**src/logic/urx_rx_cfg.svh**
```systemverilog
// Constants for the serial receiver with bit recovery and address filtering
`ifndef URX_RX_CFG_SVH
`define URX_RX_CFG_SVH

// Register offsets on the plain register port
`define URX_ADDR_STATUS 2'h0
`define URX_ADDR_DATA 2'h1
`define URX_ADDR_CTRL 2'h2

// Status register bit positions
`define URX_ST_RXC 7
`define URX_ST_TXC 6
`define URX_ST_FE 4
`define URX_ST_DBL 1
`define URX_ST_FILT 0

// Control register fields
`define URX_CT_NINTH 4
`define URX_CT_CSZ_HI 2

// Reset values
`define URX_CSZ_RST 3'h3
`define URX_DBL_RST 1'b0
`define URX_FILT_RST 1'b0

// Character size codes
`define URX_CSZ_9BIT 3'h7

// Sampling counts per bit and first voting state
`define URX_SPB_NORMAL 5'h10
`define URX_SPB_DOUBLE 5'h08
`define URX_FIRST_NORMAL 5'h08
`define URX_FIRST_DOUBLE 5'h04

`endif

```
**src/logic/urx_pkg.sv**
```systemverilog
// Types shared by the serial receiver modules
package urx_pkg;

  // Receive sequencer states
  typedef enum logic [1:0] {
    ST_IDLE,
    ST_START,
    ST_DATA,
    ST_STOP
  } urx_state_e;

  // Whole state of the receiver top
  typedef struct packed {
    urx_state_e st;
    logic [4:0] cnt;
    logic [3:0] bit_idx;
    logic [8:0] shreg;
    logic [8:0] rx_data;
    logic rx_fe;
    logic rxc;
    logic transmit_complete_flag;
    logic filt_en;
    logic dbl;
    logic [2:0] csz;
    logic [7:0] rdata;
    logic push;
  } urx_top_s;

  // Two-stage synchroniser state
  typedef struct packed {
    logic s1;
    logic s2;
  } urx_sync_s;

  // Running count of high voting samples
  typedef struct packed {
    logic [1:0] highs;
  } urx_vote_s;

endpackage : urx_pkg

```
**src/logic/urx_sync.sv**
```systemverilog
// Two flip-flop synchroniser for the serial input pin
`timescale 1ns/1ps
module urx_sync (
  // Clock and reset
  input wire logic clk,
  input wire logic rst_b,
  // Asynchronous input and its synchronised copy
  input wire logic d,
  output logic q
);

  urx_pkg::urx_sync_s s_q;
  urx_pkg::urx_sync_s s_d;

  // Next state: first stage feeds only the second
  always_comb begin
    s_d.s1 = d;
    s_d.s2 = s_q.s1;
  end

  // Registers idle high so a line at rest reads as mark
  always_ff @(posedge clk or negedge rst_b) begin
    if (!rst_b) begin
      s_q <= 2'b11;
    end else begin
      s_q <= s_d;
    end
  end

  assign q = s_q.s2;

endmodule : urx_sync

```
**src/logic/urx_vote.sv**
```systemverilog
// Three-sample majority voter for one received bit
`timescale 1ns/1ps
module urx_vote (
  // Clock and reset
  input wire logic clk,
  input wire logic rst_b,
  // Sample controls
  input wire logic clr,
  input wire logic smp_en,
  input wire logic smp_last,
  input wire logic rx,
  // Voted level, valid in the cycle of the last sample
  output logic maj
);

  urx_pkg::urx_vote_s s_q;
  urx_pkg::urx_vote_s s_d;
  logic [1:0] total;

  // Earlier highs plus the sample now on the line
  assign total = s_q.highs + {1'b0, rx};
  // Two or three highs give one, otherwise zero
  assign maj = total[1];

  // Count highs; last sample consumes the vote
  always_comb begin
    s_d = s_q;
    if (clr || smp_last) begin
      s_d.highs = 2'h0;
    end else if (smp_en) begin
      s_d.highs = total;
    end
  end

  // State register
  always_ff @(posedge clk or negedge rst_b) begin
    if (!rst_b) begin
      s_q <= '0;
    end else begin
      s_q <= s_d;
    end
  end

endmodule : urx_vote

```
**src/logic/urx_top.sv**
```systemverilog
// Serial receiver: oversampled bit recovery, frame error check and address filter
`include "urx_rx_cfg.svh"
`timescale 1ns/1ps
module urx_top (
  // Clock and reset
  input wire logic sys_clk,
  input wire logic rst_b,
  // Serial line and oversampling tick
  input wire logic rxd,
  input wire logic sample_tick,
  // Transmitter event that sets the transmit complete flag
  input wire logic tx_done,
  // Register port
  input wire logic [1:0] addr,
  input wire logic [7:0] wdata,
  input wire logic wr_en,
  input wire logic rd_en,
  output logic [7:0] rdata,
  // Shared settings toward the transmitter
  output logic [2:0] character_size_select,
  output logic double_speed_select,
  // Pulse when a frame enters the receive holding register
  output logic rx_push
);

  ////////////////////////////////////////////////////////////////////////////
  // Reset release and input synchronisation
  ////////////////////////////////////////////////////////////////////////////

  // Reset release pipeline
  logic [1:0] rst_pipe_q;
  // Synchronised reset used by everything else
  logic rst_sync_b;
  // Synchronised serial line
  logic rx_s;

  // Assert at once, release after two edges
  always_ff @(posedge sys_clk or negedge rst_b) begin
    if (!rst_b) begin
      rst_pipe_q <= 2'b00;
    end else begin
      rst_pipe_q <= {rst_pipe_q[0], 1'b1};
    end
  end

  assign rst_sync_b = rst_pipe_q[1];

  // Pin passes two flip-flops before any logic
  urx_sync u_rx_sync (
    .clk(sys_clk),
    .rst_b(rst_sync_b),
    .d(rxd),
    .q(rx_s)
  );

  ////////////////////////////////////////////////////////////////////////////
  // Sampling geometry
  ////////////////////////////////////////////////////////////////////////////

  urx_pkg::urx_top_s s_q;
  urx_pkg::urx_top_s s_d;

  // States per bit
  logic [4:0] spb;
  // First and last voting state
  logic [4:0] first;
  logic [4:0] last;
  // Data bits per frame for the current size code
  logic [3:0] nbits;
  // Voting strobes
  logic busy;
  logic smp_en;
  logic vlast;
  // Voted bit
  logic maj;
  // Frame type indicator and keep decision
  logic ftype;
  logic keep;
  // Data aligned to bit 0
  logic [8:0] aligned;

  // Divider and voting window follow the speed select
  always_comb begin
    if (s_q.dbl) begin
      spb = `URX_SPB_DOUBLE;
      first = `URX_FIRST_DOUBLE;
    end else begin
      spb = `URX_SPB_NORMAL;
      first = `URX_FIRST_NORMAL;
    end
    last = first + 5'h02;
  end

  // Size code to bit count, one code for both directions
  always_comb begin
    case (s_q.csz)
      3'h0: nbits = 4'h5;
      3'h1: nbits = 4'h6;
      3'h2: nbits = 4'h7;
      `URX_CSZ_9BIT: nbits = 4'h9;
      default: nbits = 4'h8;
    endcase
  end

  // Vote strobes inside a frame
  assign busy = (s_q.st != urx_pkg::ST_IDLE);
  assign smp_en = sample_tick && busy && (s_q.cnt >= first) && (s_q.cnt <= last);
  assign vlast = sample_tick && busy && (s_q.cnt == last);

  // Majority voter
  urx_vote u_vote (
    .clk(sys_clk),
    .rst_b(rst_sync_b),
    .clr(!busy),
    .smp_en(smp_en),
    .smp_last(vlast),
    .rx(rx_s),
    .maj(maj)
  );

  // Ninth bit or first stop bit tells address from data
  assign ftype = (nbits == 4'h9) ? s_q.shreg[8] : maj;
  // Only address frames pass while filtering
  assign keep = !s_q.filt_en || ftype;
  // Unused upper bits come out as zero
  assign aligned = s_q.shreg >> (4'h9 - nbits);

  ////////////////////////////////////////////////////////////////////////////
  // Next state
  ////////////////////////////////////////////////////////////////////////////

  always_comb begin
    s_d = s_q;
    s_d.push = 1'b0;
    s_d.rdata = 8'h00;
    // Receive sequencer
    case (s_q.st)
      urx_pkg::ST_IDLE: begin
        // Counter rests on state 1, the number of the first low sample
        s_d.cnt = 5'h01;
        if (sample_tick && !rx_s) begin
          s_d.st = urx_pkg::ST_START;
          // The counter always holds the state of the sample now taken
          s_d.cnt = 5'h02;
        end
      end
      urx_pkg::ST_START: begin
        if (sample_tick) begin
          if (vlast && maj) begin
            // Mostly high: noise spike, look again
            s_d.st = urx_pkg::ST_IDLE;
            s_d.cnt = 5'h01;
          end else if (s_q.cnt == spb) begin
            s_d.st = urx_pkg::ST_DATA;
            s_d.cnt = 5'h01;
            s_d.bit_idx = 4'h0;
          end else begin
            s_d.cnt = s_q.cnt + 5'h01;
          end
        end
      end
      urx_pkg::ST_DATA: begin
        if (sample_tick) begin
          // Shift in LSB first at the last vote
          if (vlast) begin
            s_d.shreg = {maj, s_q.shreg[8:1]};
            s_d.bit_idx = s_q.bit_idx + 4'h1;
          end
          if (s_q.cnt == spb) begin
            s_d.cnt = 5'h01;
            if (s_q.bit_idx == nbits) begin
              s_d.st = urx_pkg::ST_STOP;
            end
          end else begin
            s_d.cnt = s_q.cnt + 5'h01;
          end
        end
      end
      urx_pkg::ST_STOP: begin
        if (vlast) begin
          // Frame ends at the first stop bit's last vote
          s_d.st = urx_pkg::ST_IDLE;
          s_d.cnt = 5'h01;
          if (keep) begin
            s_d.rx_data = aligned;
            s_d.rx_fe = !maj;
            s_d.rxc = 1'b1;
            s_d.push = 1'b1;
          end
        end else if (sample_tick) begin
          s_d.cnt = s_q.cnt + 5'h01;
        end
      end
      default: begin
        s_d.st = urx_pkg::ST_IDLE;
      end
    endcase

    // Transmit complete: set wins over write-one clear
    if (wr_en && (addr == `URX_ADDR_STATUS) && wdata[`URX_ST_TXC]) begin
      s_d.transmit_complete_flag = 1'b0;
    end
    if (tx_done) begin
      s_d.transmit_complete_flag = 1'b1;
    end

    // Register writes
    if (wr_en) begin
      if (addr == `URX_ADDR_STATUS) begin
        s_d.dbl = wdata[`URX_ST_DBL];
        s_d.filt_en = wdata[`URX_ST_FILT];
      end else if (addr == `URX_ADDR_CTRL) begin
        s_d.csz = wdata[`URX_CT_CSZ_HI:0];
      end
    end

    // Register reads, data one cycle later
    if (rd_en) begin
      if (addr == `URX_ADDR_STATUS) begin
        s_d.rdata = {s_q.rxc, s_q.transmit_complete_flag, 1'b0, s_q.rx_fe, 2'b00, s_q.dbl, s_q.filt_en};
      end else if (addr == `URX_ADDR_DATA) begin
        s_d.rdata = s_q.rx_data[7:0];
        // Reading empties the holder unless a frame lands now
        if (!s_d.push) begin
          s_d.rxc = 1'b0;
        end
      end else if (addr == `URX_ADDR_CTRL) begin
        s_d.rdata = {3'b000, s_q.rx_data[8], 1'b0, s_q.csz};
      end else begin
        // Unmapped reads return zero
        s_d.rdata = 8'h00;
      end
    end
  end

  ////////////////////////////////////////////////////////////////////////////
  // State register
  ////////////////////////////////////////////////////////////////////////////

  always_ff @(posedge sys_clk or negedge rst_sync_b) begin
    if (!rst_sync_b) begin
      s_q.st <= urx_pkg::ST_IDLE;
      s_q.cnt <= 5'h01;
      s_q.bit_idx <= 4'h0;
      s_q.shreg <= 9'h000;
      s_q.rx_data <= 9'h000;
      s_q.rx_fe <= 1'b0;
      s_q.rxc <= 1'b0;
      s_q.transmit_complete_flag <= 1'b0;
      s_q.filt_en <= `URX_FILT_RST;
      s_q.dbl <= `URX_DBL_RST;
      s_q.csz <= `URX_CSZ_RST;
      s_q.rdata <= 8'h00;
      s_q.push <= 1'b0;
    end else begin
      s_q <= s_d;
    end
  end

  // Outputs straight from flip-flops; filter enable never leaves toward the transmitter
  assign rdata = s_q.rdata;
  assign character_size_select = s_q.csz;
  assign double_speed_select = s_q.dbl;
  assign rx_push = s_q.push;
endmodule : urx_top

```
**config.mk**
```make
export PLATFORM = sky130hd
export DESIGN_NAME = urx_top
export DESIGN_NICKNAME = d
export VERILOG_FILES = /design/src/logic/urx_pkg.sv /design/src/logic/urx_sync.sv /design/src/logic/urx_vote.sv /design/src/logic/urx_top.sv
export VERILOG_INCLUDE_DIRS = /design/src /design/src/logic
export SDC_FILE = /design/constraint.sdc
export NUM_CORES = 1
export LEC_CHECK = 0
export BUFFER_PORTS_ARGS = -buffer_cell sky130_fd_sc_hd__clkbuf_2
export CAP_MARGIN = 20
export CORE_MARGIN = 1.5
export CORE_UTILIZATION = 64
export DETAILED_ROUTE_END_ITERATION = 6
export PLACE_DENSITY_LB_ADDON = 0.1
export SYNTH_ARGS = -nofsm -noshare
export SYNTH_HDL_FRONTEND = slang
export SYNTH_SLANG_ARGS = --single-unit
```
**constraint.sdc**
```tcl
create_clock -name sys_clk -period 2.3 [get_ports sys_clk]
set_input_delay 0.115 -clock sys_clk [delete_from_list [all_inputs] [get_ports sys_clk]]
set_output_delay 0.115 -clock sys_clk [all_outputs]
set_load 0.01 [all_outputs]
```
## Yosys cells after proc, flatten, opt, wreduce, memory -nomap -nowiden

Index checks and enable logic that the tools add are counted.

| word-level totals | value |
|---|---|
| register bits after elaboration | 52 |
| logic and storage cells | 115 |
| input port bits | 17 |
| output and inout bits | 13 |

| operators by class | value |
|---|---|
| add/sub/neg operators | 5 |
| order comparisons | 2 |
| reduce and logical (&&, ||, !) cells | 28 |
| shift-type cells | 1 |
| equal/unequal tests | 23 |
| mux-type cells | 38 |
| bitwise operators | 1 |

Operator list:

| kind | count |
|---|---|
| $pmux W7 S4 | 1 |
| $mux W5 | 5 |
| $mux W8 | 3 |
| $mux W20 | 1 |
| $pmux W4 S4 | 1 |
| $mux W7 | 2 |
| $ne A2 B2 Y1 const B | 7 |
| $mux W1 | 13 |
| $mux W13 | 1 |
| $mux W2 | 6 |
| $mux W4 | 3 |
| $reduce_and A3 Y1 | 4 |
| $mux W11 | 1 |
| $eq A5 B5 Y1 | 2 |
| $shr A9 B4 Y9 | 1 |
| $logic_and A1 B1 Y1 | 8 |
| $pmux W4 S2 | 1 |
| $reduce_bool A2 Y1 | 4 |
| $reduce_and A7 Y1 | 1 |
| $eq A2 B2 Y1 const B | 3 |
| $reduce_and A6 Y1 | 1 |
| $add A5 B1 Y5 const B | 1 |
| $add A5 B2 Y5 const B | 1 |
| $ge A5 B5 Y1 | 1 |
| other kinds (19) | 26 |

## Depth between registers and ports, before layout

Gate-level depths: netlist of run 1.

| depth | value |
|---|---|
| word-level depth | 12 |
| depth in mapped cells | 9 |
| gate-level depth less buffers | 7 |

## Modules after synthesis

A second synthesis of run 1 with hierarchy kept.

| second synthesis, totals | value |
|---|---|
| cell total of the unflattened synthesis | 333 |
| area, all modules | 3180.6 µm² |

By module, submodules not included:

| module | cells each | seq. area each (µm²) | area each (µm²) | instances |
|---|---|---|---|---|
| urx_top | 321 | 1204.9 | 3010.4 | 1 |
| urx_vote | 10 | 50.0 | 117.6 | 1 |
| urx_sync | 2 | 52.6 | 52.6 | 1 |

## Worst setup path after synthesis of run 1

Ideal clock, no wire load.

| path | value |
|---|---|
| path kind | flip-flop to flip-flop |
| start point | register s_q (netlist bit double_speed_select) |
| end point | register s_q[29] (netlist name) |
| data required time | 2.175 ns |
| library setup time | 0.125 ns |
| path slack | -0.124 ns |
| cell stages (with the launch flop) | 7 |
| buffers on the path | 1 |
| period minus slack after synthesis | 2.424 ns |
| data arrival time | 2.299 ns |
| cell sequence | dfrtp_1 -> ha_1 -> or3b_4 -> or3_4 -> nor2_1 -> buf_2 -> mux2_2 |

| between the ends | value |
|---|---|
| longest elaborated chain between the ends | 5 |

Ends and longest elaborated chain:

| element | RTL line | RTL |
|---|---|---|
| start: declaration | urx_top.sv:60 | `urx_pkg::urx_top_s s_q;` |
| $mux W4 | urx_top.sv:84 | `if (s_q.dbl) begin` |
| $add A5 B2 Y5 | urx_top.sv:91 | `last = first + 5'h02;` |
| $eq A5 B5 Y1 | urx_top.sv:108 | `assign vlast = sample_tick && busy && (s_q.cnt == last);` |
| $logic_and A1 B1 Y1 | urx_top.sv:108 |  |
| $reduce_and A3 Y1 (no line) | - |  |

Every way passes these cells.
A chain may end at the register's enable or synchronous reset.

## Worst setup path in the final report of run 1

| path | value |
|---|---|
| start point | register s_q (netlist bit double_speed_select) |
| end point | register s_q[24] (netlist name) |

The elaborated chain is that of the path after synthesis.

==> results of run 1 <==
worst reg2reg max path, cell delays in order (launching register included):
cell	delay (ns)
dfrtp_2	0.44
ha_4	0.28
or3b_4	0.38
or3_4	0.36
a211o_4	0.31
buf_4	0.18
a21o_1	0.18
cell type report:
class / count / share of cell area
Clock buffer: 5 / 0.0194
Timing Repair Buffer: 51 / 0.0993
Tap cell: 67 / 0.0236
Sequential cell: 52 / 0.369
Inverter: 9 / 0.00951
Multi-Input combinational cell: 231 / 0.473
Clock inverter: 3 / 0.00669
power breakdown:
part | total (uW) | switching, uW | internal, uW
Combinational | 978 | 528 | 450
Clock | 530 | 314 | 216
Sequential | 1150 | 144 | 1010
Total | 2660 | 986 | 1670
synthesized netlist by cell type, types with 3 or more instances:
master	instances
a31oi_1	3
mux2i_1	10
mux4_2	6
dfstp_2	5
nor2_1	13
o21ai_0	19
a311oi_1	3
nand3_1	7
clkbuf_1	12
mux2_2	15
o21ai_1	4
xnor2_1	5
a211oi_1	3
nand2b_1	7
ha_1	8
nor2b_1	4
or2_2	3
nor3_1	12
buf_4	11
o211ai_1	3
buf_2	5
and3_1	6
and2_1	5
nand2_1	40
a21oi_1	9
inv_1	9
o31ai_1	4
nor3b_1	5
dfrtp_1	47
through the flow:
| stage | std cells | TNS [ns] | hold slack, ns |
|---|---|---|---|
| detailed placement | 405 | 0 | -0.0816 |
| floorplan | 323 | 0 | -0.181 |
| global placement | 405 | 0 | -0.0925 |
| CTS | 416 | 0 | 0.0524 |
| finish | 418 | 0 | 0.0533 |
| global route | 418 | -0.0407 | 0.0513 |
worst paths after layout:
check | from | cells past startpoint | to | slack (ns)
min in group asynchronous | rst_b | 2 | rst_pipe_q[0] | 0.13
setup / recovery | double_speed_select | 6 | s_q[24] | 0.07
hold reg to reg | rst_pipe_q[1] | 0 | s_q[21] | 0.27
setup reg to reg | double_speed_select | 6 | s_q[24] | 0.07
max in group asynchronous | rst_pipe_q[1] | 1 | u_rx_sync.q | 1.41
hold / removal | wdata[2] | 2 | character_size_select[2] | 0.05
layer usage:
metal / up-vias / track usage / part of all wire
met4: 0 / 0.0776 / 0.013
met2: 48 / 0.393 / 0.46
met3: 6 / 0.0331 / 0.033
li1: 1198 / - / -
met1: 1156 / 0.362 / 0.49
met5: - / 0 / 0
cell families after synthesis:
logic type / Yosys count / synth area share
simple gates: 112 / 0.183
compound gates: 72 / 0.152
flops: 52 / 0.416
buf+inv: 40 / 0.0676
mux: 31 / 0.129
fa+ha+maj: 8 / 0.0318
xor+xnor: 7 / 0.0195
other cells: 1 / 0.00119
state kept, by name, summed over array words and instances, names as in the netlist:
signal                 cells
character_size_select      3
u_vote.s_q                 2
u_rx_sync.q                1
u_rx_sync.s_d              1
rx_push                    1
rdata                      8
rst_pipe_q                 2
s_q                       33
double_speed_select        1
cell usage in the layout, fill, tap and decap left out, types with 4 or more instances in the layout:
cell type,n
dfrtp_1,45
nand2_1,40
clkbuf_2,25
buf_4,21
o21ai_0,18
mux2_2,15
nor2_1,12
nor3_1,11
mux2i_1,10
inv_1,9
a21oi_1,9
nand2b_1,7
nand3_1,7
ha_1,7
and3_1,6
mux4_2,6
and2_1,5
nor3b_1,5
xnor2_1,5
o21ai_1,5
dfstp_2,5
clkbuf_8,5
nor2b_1,4
timing repair:
| action | in CTS | in global routing |
|---|---|---|
| hold buffers | 3 | 0 |
| hold endpoints to repair | 4 | 0 |
| endpoints found under the setup margin | 1 | 12 |
| resized for setup | 2 | 5 |
| buffers inserted | 0 | 2 |
==> impl_metrics.toml, run 1 <==
[logic_synthesis]
avgSynthCellArea_sq_um = 9.73
synth_area_leaders = "dfrtp_1 (37%), mux2_2 (5.4%), nand2_1 (4.8%)"
synth_cell_types = 61
async_flop_share = 1.00
ys.warnings.count = 0
synth.top_cell.area_share = 0.374
ys_seq_area_frac = 0.416
synth_seq_cells = 52
synth_edf_count = 0
netlist_area_sq_mm = 0.00314
yosys.area.top_type = "dfrtp_1"
synthCells = 323
syn_nets = 348
synth_flop_cell = "dfrtp_1"

[placement]
port_buffers = 25
postPlaceCellArea_sq_mm = 0.00337
place_hpwl_mm = 4.57
gp_congestion = 0.874
dp_slack_ns = 0.000382

[routing]
dr.pass1.iters = 4
via_per_inst = 5.76
drc = 0
wl_mm = 6.15
wl_per_cell_um = 14.7
vias = 2408
ant_nets = 0
drt_iter0_markers = 112

[run]
maxCapViolCount = 0

[setup_path]
crit_chain = "ha_4 > or3b_4 > or3_4 > a211o_4 > buf_4 > a21o_1"
crit_family = "simple AND/OR/NAND/NOR gates"
max_stage_delay_ns = 0.44
critPathSlowestCell = "dfrtp_2"
end_kind = "register"
path_buf_inv = 1
worstSetupPathType = "reg2reg"
start_kind = "register"
cp.required_ns = 2.51
path_max_fanout = 13
worstPathArrival_ns = 2.44

[pwr]
finalPower_uw = 2660
power.leakage_uw = 0.00157
power.density_mw_per_mm2 = 749
vdd_drop_max_v = 0.000663

[cells_and_area]
syn_to_final_growth_pct = 13.0
drive_gt1_frac = 0.288
diodes = 0
fin_nets = 375
seqCellArea_sq_mm = 0.00131
finalInstanceArea_sq_mm = 0.00355
nFillCells = 352
multiInputGateArea_sq_mm = 0.00168
final_util = 0.752

[sta]
fin_crit_ns = 2.23
max_freq_mhz = 448
hold_viol_final = 0
period_share = 0.971
worst_clock_skew_ns = 0.00446
slew_viol_final = 0
relSlewSlack = 0.602
setup_ws_ns = 0.0673
finalSetupViolations = 0
rsz0062_at_grt = "yes"
worst_pin_slew_ns = 0.596

[die]
fp.dieH_um = 73.1
core_area_sq_mm = 0.00472
rows = 25
die_area_sq_mm = 0.00534
start_util = 0.666
ios = 30
die_x_um = 73.1

[cts]
root_buffer = "clkbuf_8"
h-tree-depth = 2
clockBufferDepth = 2
cts.sinks = 52
clkTransAtPathRegs_ns = 0.10
cts_tree = "done"
worstSkewPairLatency_ns = 0.31
cts_inserted_buffers = 5

[grt]
grt_pass1_vias = 2242
grt_max_degree = 27
grt_pass1_wl_mm = 10.3
overflow = 0
antenna_found_initial = 0
grt.total_usage = 0.251

[outcome]
status = "finished, final reports clean"

[hold_path]
hold_path_class = "in2reg"
Power figures use the tool's default switching activity.
==> run 2, diff against run 1 <==
Settings changed: REMOVE_ABC_BUFFERS from default to 1.
Clock period 2.3 ns to 2.8 ns, I/O delays scaled along.
==> impl_metrics.toml, run 2 (same netlist as run 1, synthesis figures left out) <==
[outcome]
status = "finished, final reports clean"

[cells_and_area]
drive_gt1_frac = 0.222
final_common_cell = "dfrtp_1"
seqCellArea_sq_mm = 0.00131
diodes = 0
top_register = "s_q"
fin_nets = 357
largest_reg_flops = 33
final_cell_mix = "dfrtp_1 (46), nand2_1 (40), clkbuf_2 (25)"
multiInputGateArea_sq_mm = 0.00162
nFillCells = 351
syn_to_final_growth_pct = 7.40

[sta]
setup_ws_ns = 0.256
worst_clock_skew_ns = 0.00502
slew_viol_final = 0
worst_pin_slew_ns = 0.541
period_share = 0.908
relSlewSlack = 0.639
hold_viol_final = 0
finalSetupViolations = 0
rsz0062_at_grt = "no"
max_freq_mhz = 393
tns_ns = 0
fin_crit_ns = 2.54

[grt]
overflow = 0
grt_pass1_wl_mm = 10.1
grt.total_usage = 0.243
antenna_found_initial = 0
grt_pass1_vias = 2195
grt_max_degree = 51

[routing]
drc = 0
via_per_inst = 5.86
wl_mm = 5.88
drt_iter0_markers = 139
dr.pass1.iters = 4
vias = 2343
wl_per_cell_um = 14.7
ant_nets = 0

[setup_path]
start_kind = "register"
cp-startpoint = "double_speed_select"
max_stage_delay_ns = 0.55
critPathSlowestCell = "or4_1"
path_max_fanout = 6
worstPathArrival_ns = 2.80
end_kind = "register"
worstSetupPathType = "reg2reg"
cp.required_ns = 3.05
path_buf_inv = 0
crit_chain = "ha_1 > or3b_2 > nor3_1 > o2bb2ai_1 > or4_1 > nand2_1"
crit_family = "simple AND/OR/NAND/NOR gates"
r2r-start = "double_speed_select"

[die]
die_x_um = 73.1
die_area_sq_mm = 0.00534
ios = 30
core_area_sq_mm = 0.00472
rows = 25
start_util = 0.666
fp.dieH_um = 73.1

[pwr]
vdd_drop_max_v = 0.000530
power.density_mw_per_mm2 = 643
power.leakage_uw = 0.00149

[cts]
clkTransAtPathRegs_ns = 0.09
clockBufferDepth = 2
root_buffer = "clkbuf_8"
worstSkewPairLatency_ns = 0.31
ctsResizeCount = 0
cts_tree = "done"
cts.sinks = 52
h-tree-depth = 2
cts_inserted_buffers = 5

[placement]
port_buffers = 25
dp_slack_ns = 0.275
gp_congestion = 0.852
place_hpwl_mm = 4.16

[run]
maxCapViolCount = 0

[hold_path]
hold_start = "wdata[1]"
hold_path_class = "in2reg"
[run 2: where the power goes]
group | leakage [uW] | switching, uW | internal, uW
combinational | 0.000768 | 377 | 289
sequential | 0.000665 | 132 | 828
clock | 0.0000614 | 254 | 293
total | 0.00149 | 763 | 1410
[run 2: cell type report]
class | instances | share of cell area
Clock buffer | 6 | 0.0245
Inverter | 9 | 0.0100
Multi-Input combinational cell | 231 | 0.481
Clock inverter | 2 | 0.0115
Sequential cell | 52 | 0.388
Timing Repair Buffer | 33 | 0.0608
Tap cell | 67 | 0.0248
[run 2: repair_timing]
item,4_1_cts,5_1_grt
setup buffers,0,0
endpoints found under the hold margin,4,0
hold buffers,3,0
[run 2: layer usage]
layer,vias to the layer above,part of all wire,GRT usage
li1,1167,-,-
met1,1105,0.49,0.355
met2,63,0.43,0.362
met3,8,0.059,0.0442
met4,0,0.016,0.0881
met5,-,0,0
[run 2: worst paths after layout]
kind / to / slack [ns] / cells after the start
setup / recovery: s_q[44] / 0.26 / 6
hold / removal: double_speed_select / 0.06 / 3
setup reg to reg: s_q[44] / 0.26 / 6
hold reg to reg: s_q[35] / 0.17 / 0
max in group asynchronous: character_size_select[1] / 2.06 / 1
min in group asynchronous: rst_pipe_q[1] / 0.14 / 2
[run 2: worst register-to-register path, stage by stage, from the launching register on]
cell       delay [ns]
dfrtp_1          0.46
ha_1             0.37
or3b_2           0.51
nor3_1           0.28
o2bb2ai_1        0.25
or4_1            0.55
nand2_1          0.07
[run 2: metrics by stage]
step,total power (uW),hold WS (ns),instance area (sq um),utilization,instances
final,2170,0.0593,3380,0.715,400
after global routing,2310,0.0588,3380,0.715,400
after CTS,2180,0.0510,3360,0.711,399
after detailed placement,1620,-0.0721,3210,0.679,388
after global placement,1600,-0.0745,3210,0.679,388
after floorplan,1440,-0.156,2970,-,292
